==> config.mk <==
export PLATFORM = sky130hd
export DESIGN_NAME = pdh_power_down_hold
export DESIGN_NICKNAME = d
export VERILOG_FILES = /design/src/core/pdh_pkg.sv /design/src/core/pdh_pin_keeper.sv /design/src/core/pdh_power_down_hold.sv
export SDC_FILE = /design/constraint.sdc
export NUM_CORES = 1
export LEC_CHECK = 0
export BUFFER_PORTS_ARGS = -buffer_cell sky130_fd_sc_hd__buf_2
export CORE_MARGIN = 2
export CORE_UTILIZATION = 47
export DETAILED_ROUTE_END_ITERATION = 6
export PLACE_DENSITY = 0.8
export SYNTH_ARGS = -nofsm -noshare
export SYNTH_HDL_FRONTEND = slang
export SYNTH_HIERARCHICAL = 1
export SYNTH_SLANG_ARGS = --single-unit
==> constraint.sdc <==
create_clock -name i_core_clk -period 2.1 [get_ports i_core_clk]
set_clock_uncertainty 0.1 [all_clocks]
set_input_delay 0.525 -clock i_core_clk [delete_from_list [all_inputs] [get_ports i_core_clk]]
set_output_delay 0.525 -clock i_core_clk [all_outputs]
set_load 0.005 [all_outputs]
==> src/core/pdh_pkg.sv <==
/*
  Shared constants for the pin-controlled power-down hold block.
  Assumes a single 250 MHz core clock and no software-visible registers.
*/
package pdh_pkg;

  // ----------------------------------------------------------------
  // Clock
  // ----------------------------------------------------------------
  localparam int CLK_PERIOD_PS = 4000;

  // ----------------------------------------------------------------
  // Power-down timing, printed figures
  // ----------------------------------------------------------------
  localparam int SETUP_FAST_NS  = 15;
  localparam int SETUP_SLOW_NS  = 20;
  localparam int DONT_FAST_NS   = 25;
  localparam int DONT_SLOW_NS   = 30;
  localparam int WAKE_MAX_US    = 1;

  // Longest time rounds down to whole cycles
  localparam int WAKE_MAX_CYCLES = (WAKE_MAX_US * 1000000) / CLK_PERIOD_PS;
  // Hold-off of the far side before inputs may change, rounded up
  localparam int DONT_SLOW_CYCLES = (DONT_SLOW_NS * 1000 + CLK_PERIOD_PS - 1) / CLK_PERIOD_PS;

  // ----------------------------------------------------------------
  // Wake sequence and reset values
  // ----------------------------------------------------------------
  localparam int WAKE_CYCLES     = 4;
  localparam int WAKE_CNT_W      = 8;
  localparam logic RST_OPTION    = 1'b0;
  localparam logic RST_FREEZE    = 1'b0;
  localparam logic RST_OE_N      = 1'b1;
  localparam logic RST_LEVEL     = 1'b0;

  // ----------------------------------------------------------------
  // Sequencer states, Gray along run -> hold -> wake; wake -> run flips both bits
  // ----------------------------------------------------------------
  typedef enum logic [1:0] {
    PDH_RUN  = 2'b00,
    PDH_HOLD = 2'b01,
    PDH_WAKE = 2'b11
  } pdh_state_type;

endpackage

==> src/core/pdh_pin_keeper.sv <==
/*
  Hold latches for a group of input pins.
  Assumes pin levels are synchronous to the core clock.
*/
`timescale 1ns/1ns
`default_nettype none

module pdh_pin_keeper #(
  parameter int WIDTH = 8
) (
  input  wire logic             i_core_clk,
  input  wire logic             i_rst_n,
  input  wire logic             i_hold,
  input  wire logic [WIDTH-1:0] i_pin,
  output logic      [WIDTH-1:0] o_level
);

  // ----------------------------------------------------------------
  // Keeper bits
  // ----------------------------------------------------------------
  genvar g;
  generate
    for (g = 0; g < WIDTH; g++) begin : gen_keep
      always_ff @(posedge i_core_clk or negedge i_rst_n) begin
        if (!i_rst_n) begin
          o_level[g] <= pdh_pkg::RST_LEVEL;
        end else if (!i_hold) begin
          o_level[g] <= i_pin[g];
        end
      end
    end
  endgenerate

endmodule

`default_nettype wire

==> src/core/pdh_power_down_hold.sv <==
/*
  Pin-controlled power-down hold: freezes pad outputs, enables and the
  user logic, blocks inputs and keeps pin levels while the power-down pin
  is high.
  Assumes the user logic honours o_core_freeze by holding its registers,
  and the outside world meets the setup and hold-off around the pin edge.
*/
`timescale 1ns/1ns
`default_nettype none

module pdh_power_down_hold #(
  parameter int IN_W   = 4,
  parameter int IO_W   = 8,
  parameter int OUT_W  = 8
) (
  input  wire logic             i_core_clk,
  input  wire logic             i_rst_n,
  input  wire logic             i_pd_option,
  input  wire logic             i_power_down_pin,
  input  wire logic [IN_W-1:0]  i_pad_in,
  input  wire logic [IO_W-1:0]  i_pad_io_in,
  input  wire logic [OUT_W-1:0] i_core_out,
  input  wire logic [OUT_W-1:0] i_core_oe_n,
  output logic      [IN_W-1:0]  o_core_in,
  output logic      [IO_W-1:0]  o_core_io_in,
  output logic                  o_pd_array_in,
  output logic      [OUT_W-1:0] o_pad_out,
  output logic      [OUT_W-1:0] o_pad_oe_n,
  output logic                  o_core_freeze,
  output logic                  o_powered_down
);

  // ----------------------------------------------------------------
  // Option strap, caught after reset release
  // ----------------------------------------------------------------
  logic pd_option;
  logic option_taken;

  always_ff @(posedge i_core_clk or negedge i_rst_n) begin
    if (!i_rst_n) begin
      pd_option    <= pdh_pkg::RST_OPTION;
      option_taken <= 1'b0;
    end else if (!option_taken) begin
      pd_option    <= i_pd_option;
      option_taken <= 1'b1;
    end
  end

  // ----------------------------------------------------------------
  // State decoding
  // ----------------------------------------------------------------
  // Any state but run keeps the pads and user inputs still
  function automatic logic pdh_holding(input pdh_pkg::pdh_state_type st);
    begin
      pdh_holding = (st != pdh_pkg::PDH_RUN);
    end
  endfunction

  // Only the hold state stops user registers; wake lets them settle
  function automatic logic pdh_freezing(input pdh_pkg::pdh_state_type st);
    begin
      pdh_freezing = (st == pdh_pkg::PDH_HOLD);
    end
  endfunction

  // ----------------------------------------------------------------
  // Sequencer
  // ----------------------------------------------------------------
  pdh_pkg::pdh_state_type state;
  pdh_pkg::pdh_state_type next_state;
  logic [pdh_pkg::WAKE_CNT_W-1:0] wake_cnt;
  logic pd_req;
  logic hold;

  assign pd_req = pd_option && i_power_down_pin;
  assign hold   = pdh_holding(state);

  always_comb begin
    next_state = state;
    case (state)
      pdh_pkg::PDH_RUN: begin
        if (pd_req) begin
          next_state = pdh_pkg::PDH_HOLD;
        end
      end
      pdh_pkg::PDH_HOLD: begin
        if (!pd_req) begin
          next_state = pdh_pkg::PDH_WAKE;
        end
      end
      pdh_pkg::PDH_WAKE: begin
        if (pd_req) begin
          next_state = pdh_pkg::PDH_HOLD;
        end else if (wake_cnt == pdh_pkg::WAKE_CNT_W'(pdh_pkg::WAKE_CYCLES - 1)) begin
          next_state = pdh_pkg::PDH_RUN;
        end
      end
      default: begin
        next_state = pdh_pkg::PDH_RUN;
      end
    endcase
  end

  always_ff @(posedge i_core_clk or negedge i_rst_n) begin
    if (!i_rst_n) begin
      state <= pdh_pkg::PDH_RUN;
    end else begin
      state <= next_state;
    end
  end

  // ----------------------------------------------------------------
  // Wake counter
  // ----------------------------------------------------------------
  // Short fixed wake: far below the allowed bound, so pads come back
  // early; user logic gets a few cycles to settle before pads follow.
  // bounded wake time
  always_ff @(posedge i_core_clk or negedge i_rst_n) begin
    if (!i_rst_n) begin
      wake_cnt <= '0;
    end else if (state == pdh_pkg::PDH_WAKE) begin
      wake_cnt <= wake_cnt + 1'b1;
    end else begin
      wake_cnt <= '0;
    end
  end

  // ----------------------------------------------------------------
  // Freeze and status
  // ----------------------------------------------------------------
  // Freeze follows the pin: asserted on the first sampled high so nothing
  // seen after the far side's hold-off can reach user state.
  // user logic frozen
  always_ff @(posedge i_core_clk or negedge i_rst_n) begin
    if (!i_rst_n) begin
      o_core_freeze  <= pdh_pkg::RST_FREEZE;
      o_powered_down <= 1'b0;
    end else begin
      o_core_freeze  <= pdh_freezing(next_state);
      o_powered_down <= pdh_holding(next_state);
    end
  end

  // ----------------------------------------------------------------
  // Pad outputs and enables
  // ----------------------------------------------------------------
  // output values held
  always_ff @(posedge i_core_clk or negedge i_rst_n) begin
    if (!i_rst_n) begin
      o_pad_out  <= '0;
      o_pad_oe_n <= {OUT_W{pdh_pkg::RST_OE_N}};
    end else if (!pd_req && !hold) begin
      o_pad_out  <= i_core_out;
      o_pad_oe_n <= i_core_oe_n;
    end
  end

  // ----------------------------------------------------------------
  // Input blocking and hold latches
  // ----------------------------------------------------------------
  logic in_hold;

  // block as soon as pin seen high
  assign in_hold = pd_req || hold;

  pdh_pin_keeper #(
    .WIDTH (IN_W)
  ) u_keep_in (
    .i_core_clk (i_core_clk),
    .i_rst_n    (i_rst_n),
    .i_hold     (in_hold),
    .i_pin      (i_pad_in),
    .o_level    (o_core_in)
  );

  pdh_pin_keeper #(
    .WIDTH (IO_W)
  ) u_keep_io (
    .i_core_clk (i_core_clk),
    .i_rst_n    (i_rst_n),
    .i_hold     (in_hold),
    .i_pin      (i_pad_io_in),
    .o_level    (o_core_io_in)
  );

  // ----------------------------------------------------------------
  // Array input of the power-down pin
  // ----------------------------------------------------------------
  // Held low until the strap is known, so no glitch reaches user logic
  // when the feature turns out to be selected.
  // array input withdrawn with option
  always_ff @(posedge i_core_clk or negedge i_rst_n) begin
    if (!i_rst_n) begin
      o_pd_array_in <= 1'b0;
    end else if (pd_option || !option_taken) begin
      o_pd_array_in <= 1'b0;
    end else begin
      o_pd_array_in <= i_power_down_pin;
    end
  end

endmodule

`default_nettype wire

Word-level counts from Yosys, hierarchy flattened --
Cells that the tools add are included.
Cells by class: add/subtract/negate cells 1, divide/modulo/power cells 0, multiplexer cells 7, eq/ne operators 4, reductions and logical operators 10, order comparisons 0, multipliers 0, shift-type cells 0, bitwise gates (word level) 0
Operator list (count):
- $add 8x1->8 const B | 1
- $eq 8x2->1 const B | 1
- $mux 2 | 4
- $mux 8 | 1
- $pmux 2 s3 | 1
- $eq 2x1->1 const B | 2
- $reduce_bool 2->1 | 2
- $logic_not 1->1 | 3
- $eq 2x2->1 const B | 1
- $logic_and 1x1->1 | 2
- $logic_not 2->1 | 1
- $logic_or 1x1->1 | 2
- $mux 1 | 1
Word-level totals: logic and storage cells 43, output and inout bits 31, bits of input ports 32, memory bits (read-only) 0, latch bits 0, bits in writable memories 0, flip-flop bits (word level) 43, memories kept 0

Logic depth before layout (Yosys ltp) --
Gate-level depths: netlist (run 1).
depth after elaboration 5, depth in mapped cells 6

By module --
The synthesis (run 1) kept the hierarchy.
Modules (own cells, without submodules):
- pdh_power_down_hold | instances 1, seq. area each 785.8 um^2, area each 1227.4 um^2, cells an instance 88
- pdh_pin_keeper (u_keep_io) | instances 1, seq. area each 200.2 um^2, area each 331.6 um^2, cells an instance 17
- pdh_pin_keeper (u_keep_in) | instances 1, seq. area each 100.1 um^2, area each 145.1 um^2, cells an instance 8

Worst setup path before layout (run 1) --
No wires, ideal clock.
path kind input to register, start point input i_power_down_pin, end point register u_keep_io.o_level[0], cell stages on the path 6, setup slack 0.230 ns, required time 1.875 ns, arrival 1.644 ns, cells stage by stage and2_4 -> nor3_4 -> buf_8 -> inv_1 -> buf_6 -> mux2_4
Between the ends: word-level cells in the longest chain between the ends 2
Ends and longest elaborated chain:
- start, declared | line pdh_power_down_hold.sv:19 | input wire logic i_power_down_pin,
- $logic_and 1x1->1 | line pdh_power_down_hold.sv:75 | assign pd_req = pd_option && i_power_down_pin;
- $logic_or 1x1->1 | line pdh_power_down_hold.sv:164 | assign in_hold = pd_req || hold;
- net in_hold | line pdh_power_down_hold.sv:161 | logic in_hold;
- end signal, assigned by index | line pdh_pin_keeper.sv:26 | o_level[g] <= pdh_pkg::RST_LEVEL;
- end signal, assigned by index | line pdh_pin_keeper.sv:28 | o_level[g] <= i_pin[g];
- end, declared | line pdh_pin_keeper.sv:15 | output logic [WIDTH-1:0] o_level
The timed path passes the listed nets, and every way through them passes these cells. A chain may end at the register's enable or synchronous reset.

Worst setup path after layout (run 1) --
start point register pd_option, end point register u_keep_io.o_level[6]
Between the ends: word-level cells in the longest chain between the ends 2
Ends and longest elaborated chain:
- start, declared | line pdh_power_down_hold.sv:36 | logic pd_option;
- start signal, assigned | line pdh_power_down_hold.sv:41 | pd_option <= pdh_pkg::RST_OPTION;
- start signal, assigned | line pdh_power_down_hold.sv:44 | pd_option <= i_pd_option;
- $logic_and 1x1->1 | line pdh_power_down_hold.sv:75
- $logic_or 1x1->1 | line pdh_power_down_hold.sv:164
- net in_hold | line pdh_power_down_hold.sv:161
The timed path passes the listed nets, and every way through them passes these cells.

==> impl_metrics.tcl, run 1 <==
set metrics [dict create \
    status "finished clean" \
    cts.reportedPaths.clkPinSlew_ps 120 \
    detailed_place_hpwl_mm 2.47 \
    arrival_ps 1790 \
    dieArea_um2 4120 \
    die_w_um 64.2 \
    drc 0 \
    cts_resized 0 \
    internal-power_uw 2060 \
    synth_common_cells "dfrtp_1 (35), mux2_2 (21), dfstp_2 (8), mux2_4 (8), nor2_1 (6)" \
    ys_seq_elements 43 \
    synth_area_leaders "dfrtp_1 (51%), mux2_2 (14%), dfstp_2 (12%)" \
    critPathRequiredTime_ps 2240 \
    power_frac_comb 0.329 \
    clk_path_buf_depth 2 \
    nets 216 \
    synth_most_common_cell "dfrtp_1" \
    antenna_found_initial 0 \
    hold_viol_final 0 \
    synth_simple_gate_area_frac 0.0844 \
    cts_tree "done" \
    initial_core_util 0.499 \
    multi_input_area_um2 588 \
    critPathKind "reg2reg" \
    ys_types 26 \
    max_cap_viol_count 0 \
    grt_pass1_wl_mm 5.24 \
    max_freq_mhz 609 \
    clock_latency_ps 350 \
    rows 21 \
    synth_xor_area_frac 0.0154 \
    cp-start-kind "register" \
    wl_per_cell_um 14.0 \
    synth_compound_area_frac 0.0264 \
    yosysTopAreaCellShare 0.514 \
    finalSetupTns_ps 0 \
    syn_nets 146 \
    cts_made_buffers 5 \
    fillers 272 \
    drive_gt1_frac 0.603 \
    grt.total_usage 0.170 \
    dr_total_vias 1149 \
    grt_max_degree 23 \
    ant_nets 0 \
    slowest_stage "dfrtp_1" \
    syn_avg_cell_area_um2 15.1 \
    ios 63 \
    ctsHoldBuffers 0 \
    fin_crit_sh 0.782 \
    firstDrtPassIters 4 \
    switching_share 0.285 \
    portBuffers 62 \
    hp-class "in2async" \
    syn_to_final_growth_pct 26.5 \
    max_stage_delay_ps 410 \
    yosysSeqAreaShare 0.637 \
    viasPerCell 5.00 \
    p_sw_uw 819 \
    worstPathMaxFanout 12 \
    core_um2 3420 \
    gp_congestion 0.802 \
    drt_iter0_drc 26 \
    syn-cell-area_um2 1700 \
    seqCellArea_um2 1090 \
    peakVddDrop_mv 0.761 \
    overflow 0 \
    seq_power_share 0.497 \
    worst_slew_pin_slew_ps 583 \
    yosysWarnings 6 \
    slew_violations 0 \
    setup_viol 0 \
    synthMuxAreaShare 0.209 \
    endpoint_kind "register" \
    postSynthCellCount 113 \
    synth_top_family_by_area "multiplexers" \
    clockPowerShare 0.174 \
    p_per_area_nw_per_um2 1330 \
    p_leak_uw 0.00105 \
    synth-adder-area-share 0.00734 \
    post_cts_buffers 0 \
    postSynth.asyncResetShare 1.00 \
    max_slew_margin 0.611 \
    rsz0062_at_grt "false" \
    synth_ff_type "dfrtp_1" \
    clock_sinks 43 \
    die_h_um 64.2 \
    fin_util 0.631 \
    htreeDepth 2 \
    root_buffer "clkbuf_4" \
    synth_edf_count 0 \
    min_period_ps 1640 \
    yosys.area.top_type "dfrtp_1" \
    antenna_cells 0 \
    grt_pass1_vias 1166 \
    path_cells "and2_4, nor3_4, inv_1, mux2_4" \
    totalWireLength_mm 3.22 \
]
## sequential cells by signal (all words and copies together), names as in the netlist
name,flops
state,2
option_taken,1
u_keep_in/o_level,4
u_keep_io/o_level,8
o_powered_down,1
o_pad_oe_n,8
o_pd_array_in,1
wake_cnt,8
pd_option,1
o_pad_out,8
o_core_freeze,1
## through the flow
step	cells	hold WS [ps]	cell area, um^2	setup WS, ps	power [uW]
finish	230	23.4	2160	458	2880
CTS	230	20.6	2160	421	2910
detailed placement	222	359	2080	192	2410
global route	230	36.8	2160	347	3060
floorplan	113	129	1700	230	1970
global placement	222	346	2080	262	2350
## cell families (layout without fill, tap and decap cells)
family / count (synthesis) / count (layout)
buffers and inverters: 3 / 74
multiplexers: 29 / 29
XOR/XNOR: 3 / 3
AND/OR/NAND/NOR: 24 / 24
adder cells (fa/ha/maj): 1 / 1
other: 1 / 1
AO/OA/AOI/OAI: 9 / 9
flip-flops: 43 / 43
## metal layers
layer  up-vias  share of wire  global-route usage
li1        535              -                   -
met1       563           0.39               0.195
met2        46           0.52               0.293
met3         5          0.068              0.0528
met4         0          0.019              0.0718
met5         -              0                   0
## power groups by stage
stage | sequential [uW] | clock [uW] | combinational (uW)
finish | 1430 | 501 | 947
global route | 1480 | 555 | 1030
CTS | 1430 | 515 | 967
detailed placement | 1440 | 0 | 967
global placement | 1420 | 0 | 931
floorplan | 1450 | 0 | 519
## area by class of cell
class / count / area share
Clock inverter: 1 / 0.0139
Inverter: 1 / 0.00174
Tap cell: 46 / 0.0267
Clock buffer: 7 / 0.0209
Multi-Input combinational cell: 67 / 0.273
Timing Repair Buffer: 65 / 0.160
Sequential cell: 43 / 0.504
## critical path: cells and delay by family, from the launching register on
kind                   cells  cell delay, ps
buffers and inverters      1             310
DFF                        1             410
muxes                      1             380
and+or+nand+nor            2             350
## cell usage in the layout (no fill, tap or decap), types with 2 or more instances in the layout
| master | Yosys | final |
|---|---|---|
| clkbuf_1 | 0 | 2 |
| nor2_1 | 6 | 6 |
| buf_4 | 0 | 2 |
| o21ai_1 | 3 | 3 |
| mux2_4 | 8 | 8 |
| xor2_1 | 2 | 2 |
| dfrtp_1 | 35 | 35 |
| buf_2 | 0 | 62 |
| or3_1 | 3 | 3 |
| a21oi_1 | 3 | 3 |
| nand3_1 | 3 | 3 |
| mux2_2 | 21 | 21 |
| nand2_1 | 4 | 4 |
| o21ai_0 | 3 | 3 |
| clkbuf_4 | 0 | 5 |
| dfstp_2 | 8 | 8 |
## path summary, 6_finish.rpt
check,slack [ps],startpoint,endpoint,cells past startpoint
max,460,pd_option,u_keep_io/o_level[6],4
min,20,i_rst_n,wake_cnt[6],1
max reg2reg,460,pd_option,u_keep_io/o_level[6],4
min reg2reg,380,wake_cnt[0],wake_cnt[0],1
max in group asynchronous,1300,i_rst_n,o_pad_oe_n[4],2
min in group i_core_clk,290,i_pad_io_in[2],u_keep_io/o_level[2],2
(Power assumes the default switching activity.)
==> run 2, diff against run 1 <==
- CORE_UTILIZATION: 47 -> 43
- PLACE_DENSITY: 0.8 -> 0.77
- clock period: 2.1 -> 1.5 ns (I/O delays scaled with it)
==> impl_metrics.tcl, run 2 (synthesis gave the netlist of run 1 again) <==
set metrics [dict create \
    p_leak_uw 0.00110 \
    syn_to_final_growth_pct 33.0 \
    dr_total_vias 1187 \
    peakVddDrop_mv 1.16 \
    critPathBufInv 2 \
    fillers 304 \
    post_cts_buffers 0 \
    critPathRequiredTime_ps 1580 \
    grt.total_usage 0.167 \
    ios 63 \
    htreeDepth 2 \
    endpoint_kind "register" \
    rrSetupSlack_ps -40 \
    firstDrtPassIters 4 \
    cp_top_family "flip-flops" \
    worstPathMaxFanout 15 \
    holdWs_ps 207 \
    viasPerCell 4.97 \
    hold_viol_final 0 \
    route.met2.wl_mm 1.87 \
    min_period_ps 1540 \
    final_common_cell "buf_2" \
    detailroute.wirelength.met3_um 195 \
    clock_latency_ps 290 \
    fin_cells 239 \
    max_freq_mhz 650 \
    status "complete, but fails checks" \
    grt_pass1_vias 1249 \
    cts_made_buffers 5 \
    wirelength_met1_mm 1.26 \
    dieArea_um2 4480 \
    portBuffers 62 \
    violations "negative setup slack" \
    routed.top_layer "met4" \
    path_cells "and2_4, nor3_4, buf_12, inv_8, mux2_4" \
    layout_common_cells "buf_2 (62), dfrtp_1 (35), mux2_2 (21), dfstp_2 (8), mux2_4 (8)" \
    totalWireLength_mm 3.38 \
    setup_ws_ps -38.4 \
    drc 0 \
    clk_path_buf_depth 2 \
    rsz0062_at_grt "true" \
    drive_gt1_frac 0.634 \
    p_total_uw 4220 \
    cp-start-kind "register" \
    max_cap_viol_count 0 \
    max_stage_delay_ps 390 \
    slew_violations 0 \
    drt_iter0_drc 37 \
    setup_viol 13 \
    initial_core_util 0.455 \
    arrival_ps 1610 \
    die_h_um 67.0 \
    hp-class "in2reg" \
    critPathKind "reg2reg" \
    slowest_stage "dfrtp_1" \
    nets 223 \
    die_w_um 67.0 \
    dp_cells 230 \
    antenna_found_initial 0 \
    clock_sinks 43 \
    detailed_place_hpwl_mm 2.58 \
    fin_util 0.605 \
    cts_tree "done" \
    rows 22 \
    antenna_cells 0 \
    ant_nets 0 \
    wl_per_cell_um 14.2 \
    grt_max_degree 44 \
    grt_pass1_wl_mm 5.35 \
    fin_crit_sh 1.03 \
    overflow 0 \
    core_um2 3740 \
    gp_congestion 0.704 \
    root_buffer "clkbuf_8" \
    p_per_area_nw_per_um2 1860 \
    cts.reportedPaths.clkPinSlew_ps 80 \
]
[run 2: cell count changes in the layout (fill, tap and decap cells not counted), sizes merged]
cell / delta
buf: +6
bufinv: -1
clkinvlp: +1
dlygate4sd3: +1
[run 2: worst paths after layout]
check | startpoint | endpoint | depth (start not counted)
max in group asynchronous | i_rst_n | o_pad_oe_n[0] | 3
worst min register to register | wake_cnt[0] | wake_cnt[0] | 1
worst max register to register | pd_option | u_keep_io/o_level[4] | 5
worst max-delay path | pd_option | u_keep_io/o_level[4] | 5
min in group asynchronous | i_rst_n | option_taken | 3
worst min-delay path | i_core_oe_n[7] | o_pad_oe_n[7] | 2
[run 2: layer usage]
layer  GRT usage  vias up
li1            -      551
met1       0.172      582
met2       0.309       47
met3      0.0422        7
met4      0.0842        0
met5           0        -
[run 2: worst reg2reg max path, stage by stage, from the launching register on]
cell	delay [ps]
dfrtp_1	390
and2_4	150
nor3_4	210
buf_12	190
inv_8	80
mux2_4	300
[run 2: stage by stage]
step	setup WS, ps	TNS [ps]	cell area (um^2)
final	-38.4	-279	2270
after global routing	-106	-1580	2270
after CTS	-48.7	-442	2260
after detailed placement	-163	-3270	2150
after global placement	-125	-2380	2150
after floorplan	-224	-2750	1710
[run 2: area by class of cell]
type	instances	area, um^2	area share
multi-input cells	67	592	0.261
clock inverters	1	7.51	0.00331
flip-flops and latches	43	1090	0.479
inverters	1	11.3	0.00497
well taps	48	60.1	0.0265
clock buffers	7	96.3	0.0425
repair buffers	72	413	0.182
[run 2: power breakdown]
part / internal (uW) / switching (uW) / leakage [uW]
sequential: 1720 / 271 / 0.000506
combinational: 873 / 570 / 0.000543
clock: 418 / 373 / 0.0000505
total: 3010 / 1210 / 0.00110
[run 2: timing repair]
action | CTS | global route
gates resized for setup | 1 | 1
hold buffers | 1 | 0
cloned | 0 | 0
pin swaps | 0 | 1
endpoints found under the hold margin | 35 | 0
setup endpoints to repair | 17 | 28
==> run 3, diff against run 2 <==
- ABC_AREA: unset -> 1
- CORE_UTILIZATION: 43 -> 44
- PLACE_DENSITY: 0.77 -> 0.78
==> impl_metrics.tcl, run 3 <==
set metrics [dict create \
    yosysWarnings 6 \
    ant_nets 0 \
    syn_avg_cell_area_um2 8.84 \
    firstDrtPassIters 4 \
    critPathBufInv 1 \
    postSynth.asyncResetShare 1.00 \
    finalSetupTns_ps 0 \
    postLayoutCellArea_um2 2230 \
    ys_types 18 \
    worstRegToRegCells 6 \
    rsz0062_at_grt "false" \
    viasPerCell 4.70 \
    grt_max_degree 31 \
    arrival_ps 940 \
    ctsHoldBuffers 1 \
    clock_sinks 43 \
    core_um2 3740 \
    drive_gt1_frac 0.317 \
    synth_common_cells "nand2_1 (91), dfrtp_1 (35), nand3_1 (19)" \
    cts.reportedPaths.clkPinSlew_ps 80 \
    slew_violations 0 \
    dr_total_vias 1486 \
    layout_common_cells "nand2_1 (91), buf_2 (62), dfrtp_1 (35), nand3_1 (19), nor2_1 (14)" \
    die_w_um 67.1 \
    slowest_stage "dfstp_2" \
    min_period_ps 1410 \
    die_h_um 67.1 \
    max_stage_delay_ps 540 \
    initial_core_util 0.468 \
    clk_path_buf_depth 2 \
    fin_crit_sh 0.940 \
    cts_made_buffers 5 \
    hold_viol_final 0 \
    path_cells "buf_2" \
    final_common_cell "nand2_1" \
    antenna_cells 0 \
    synth_most_common_cell "nand2_1" \
    ios 63 \
    drc 0 \
    syn_nets 231 \
    peakVddDrop_mv 0.805 \
    clock_latency_ps 290 \
    yosys.area.top_type "dfrtp_1" \
    synth_ff_type "dfrtp_1" \
    ys_seq_elements 43 \
    grt.total_usage 0.183 \
    max_cap_viol_count 0 \
    max_freq_mhz 709 \
    syn-cell-area_um2 1750 \
    worstPathMaxFanout 2 \
    grt_pass1_wl_mm 6.02 \
    postSynthCellCount 198 \
    whs_path_depth 3 \
    wl_per_cell_um 11.3 \
    gp_congestion 0.803 \
    crit_cells 1 \
    overflow 0 \
    htreeDepth 2 \
    antenna_found_initial 0 \
    p_total_uw 3760 \
    portBuffers 62 \
    cts_tree "done" \
    setup_viol 0 \
    synth_area_leaders "dfrtp_1 (50%), nand2_1 (20%), dfstp_2 (12%)" \
    yosysSeqAreaShare 0.620 \
    detailed_place_hpwl_mm 2.63 \
    totalWireLength_mm 3.57 \
    post_cts_buffers 0 \
    drt_iter0_drc 66 \
    critPathKind "reg2out" \
    cp_top_family "flip-flops" \
    grt_pass1_vias 1416 \
    p_leak_uw 0.00127 \
    rows 22 \
    critPathRequiredTime_ps 1020 \
    dpl-instance-area_um2 2120 \
    dieArea_um2 4500 \
    endpoint_kind "output pin" \
    nets 300 \
    hp-class "in2reg" \
    cp-start-kind "register" \
    syn_to_final_growth_pct 27.4 \
    cts_resized 0 \
    synth_edf_count 0 \
    status "finished clean" \
    yosysTopAreaCellShare 0.500 \
    root_buffer "clkbuf_8" \
    p_per_area_nw_per_um2 1690 \
]
run 3: power breakdown:
group / total (uW) / switching, uW / leakage (uW) / internal (uW)
Clock: 784 / 365 / 0.0000515 / 420
Sequential: 1880 / 244 / 0.000525 / 1640
Combinational: 1090 / 592 / 0.000692 / 501
run 3: path summary, 6_finish.rpt:
check / slack [ps] / end / from
worst min register to register: 360 / o_pad_oe_n[5] / o_pad_oe_n[5]
min in group asynchronous: 480 / option_taken / i_rst_n
worst max register to register: 200 / wake_cnt[6] / wake_cnt[0]
max in group asynchronous: 350 / o_core_freeze / i_rst_n
worst max-delay path: 90 / o_pad_oe_n[6] / o_pad_oe_n[6]
worst min-delay path: 170 / u_keep_in/o_level[2] / i_pad_in[2]
run 3: area by class of cell:
class / count / area (um^2)
tap: 48 / 60.1
fill: 376 / 1510
clock buffer: 8 / 100
inverter: 14 / 52.6
timing repair buffer: 66 / 355
multi-input combinational: 137 / 577
sequential: 43 / 1090
run 3: kinds of logic after synthesis:
| group | after synthesis | synth area share |
|---|---|---|
| and+or+nand+nor | 128 | 0.300 |
| DFF | 43 | 0.620 |
| buffers and inverters | 18 | 0.0500 |
| AOI/OAI and AO/OA | 7 | 0.0200 |
| adders and majority gates | 1 | 0.00715 |
| other | 1 | 0.00214 |
run 3: layer usage:
metal / up-vias / GRT usage / wire length, um
li1: 741 / - / -
met1: 696 / 0.210 / 1480
met2: 45 / 0.309 / 1820
met3: 4 / 0.0574 / 209
met4: 0 / 0.0842 / 57
met5: - / 0 / 0
run 3: metrics by stage:
stage                util  hold slack, ps  cells  setup WS (ps)
floorplan               -           -20.6    198            173
global placement    0.567             223    307            200
detailed placement  0.567             225    307            136
CTS                 0.596             170    316           74.1
global route        0.596             167    316           50.6
finish              0.596             174    316           89.4
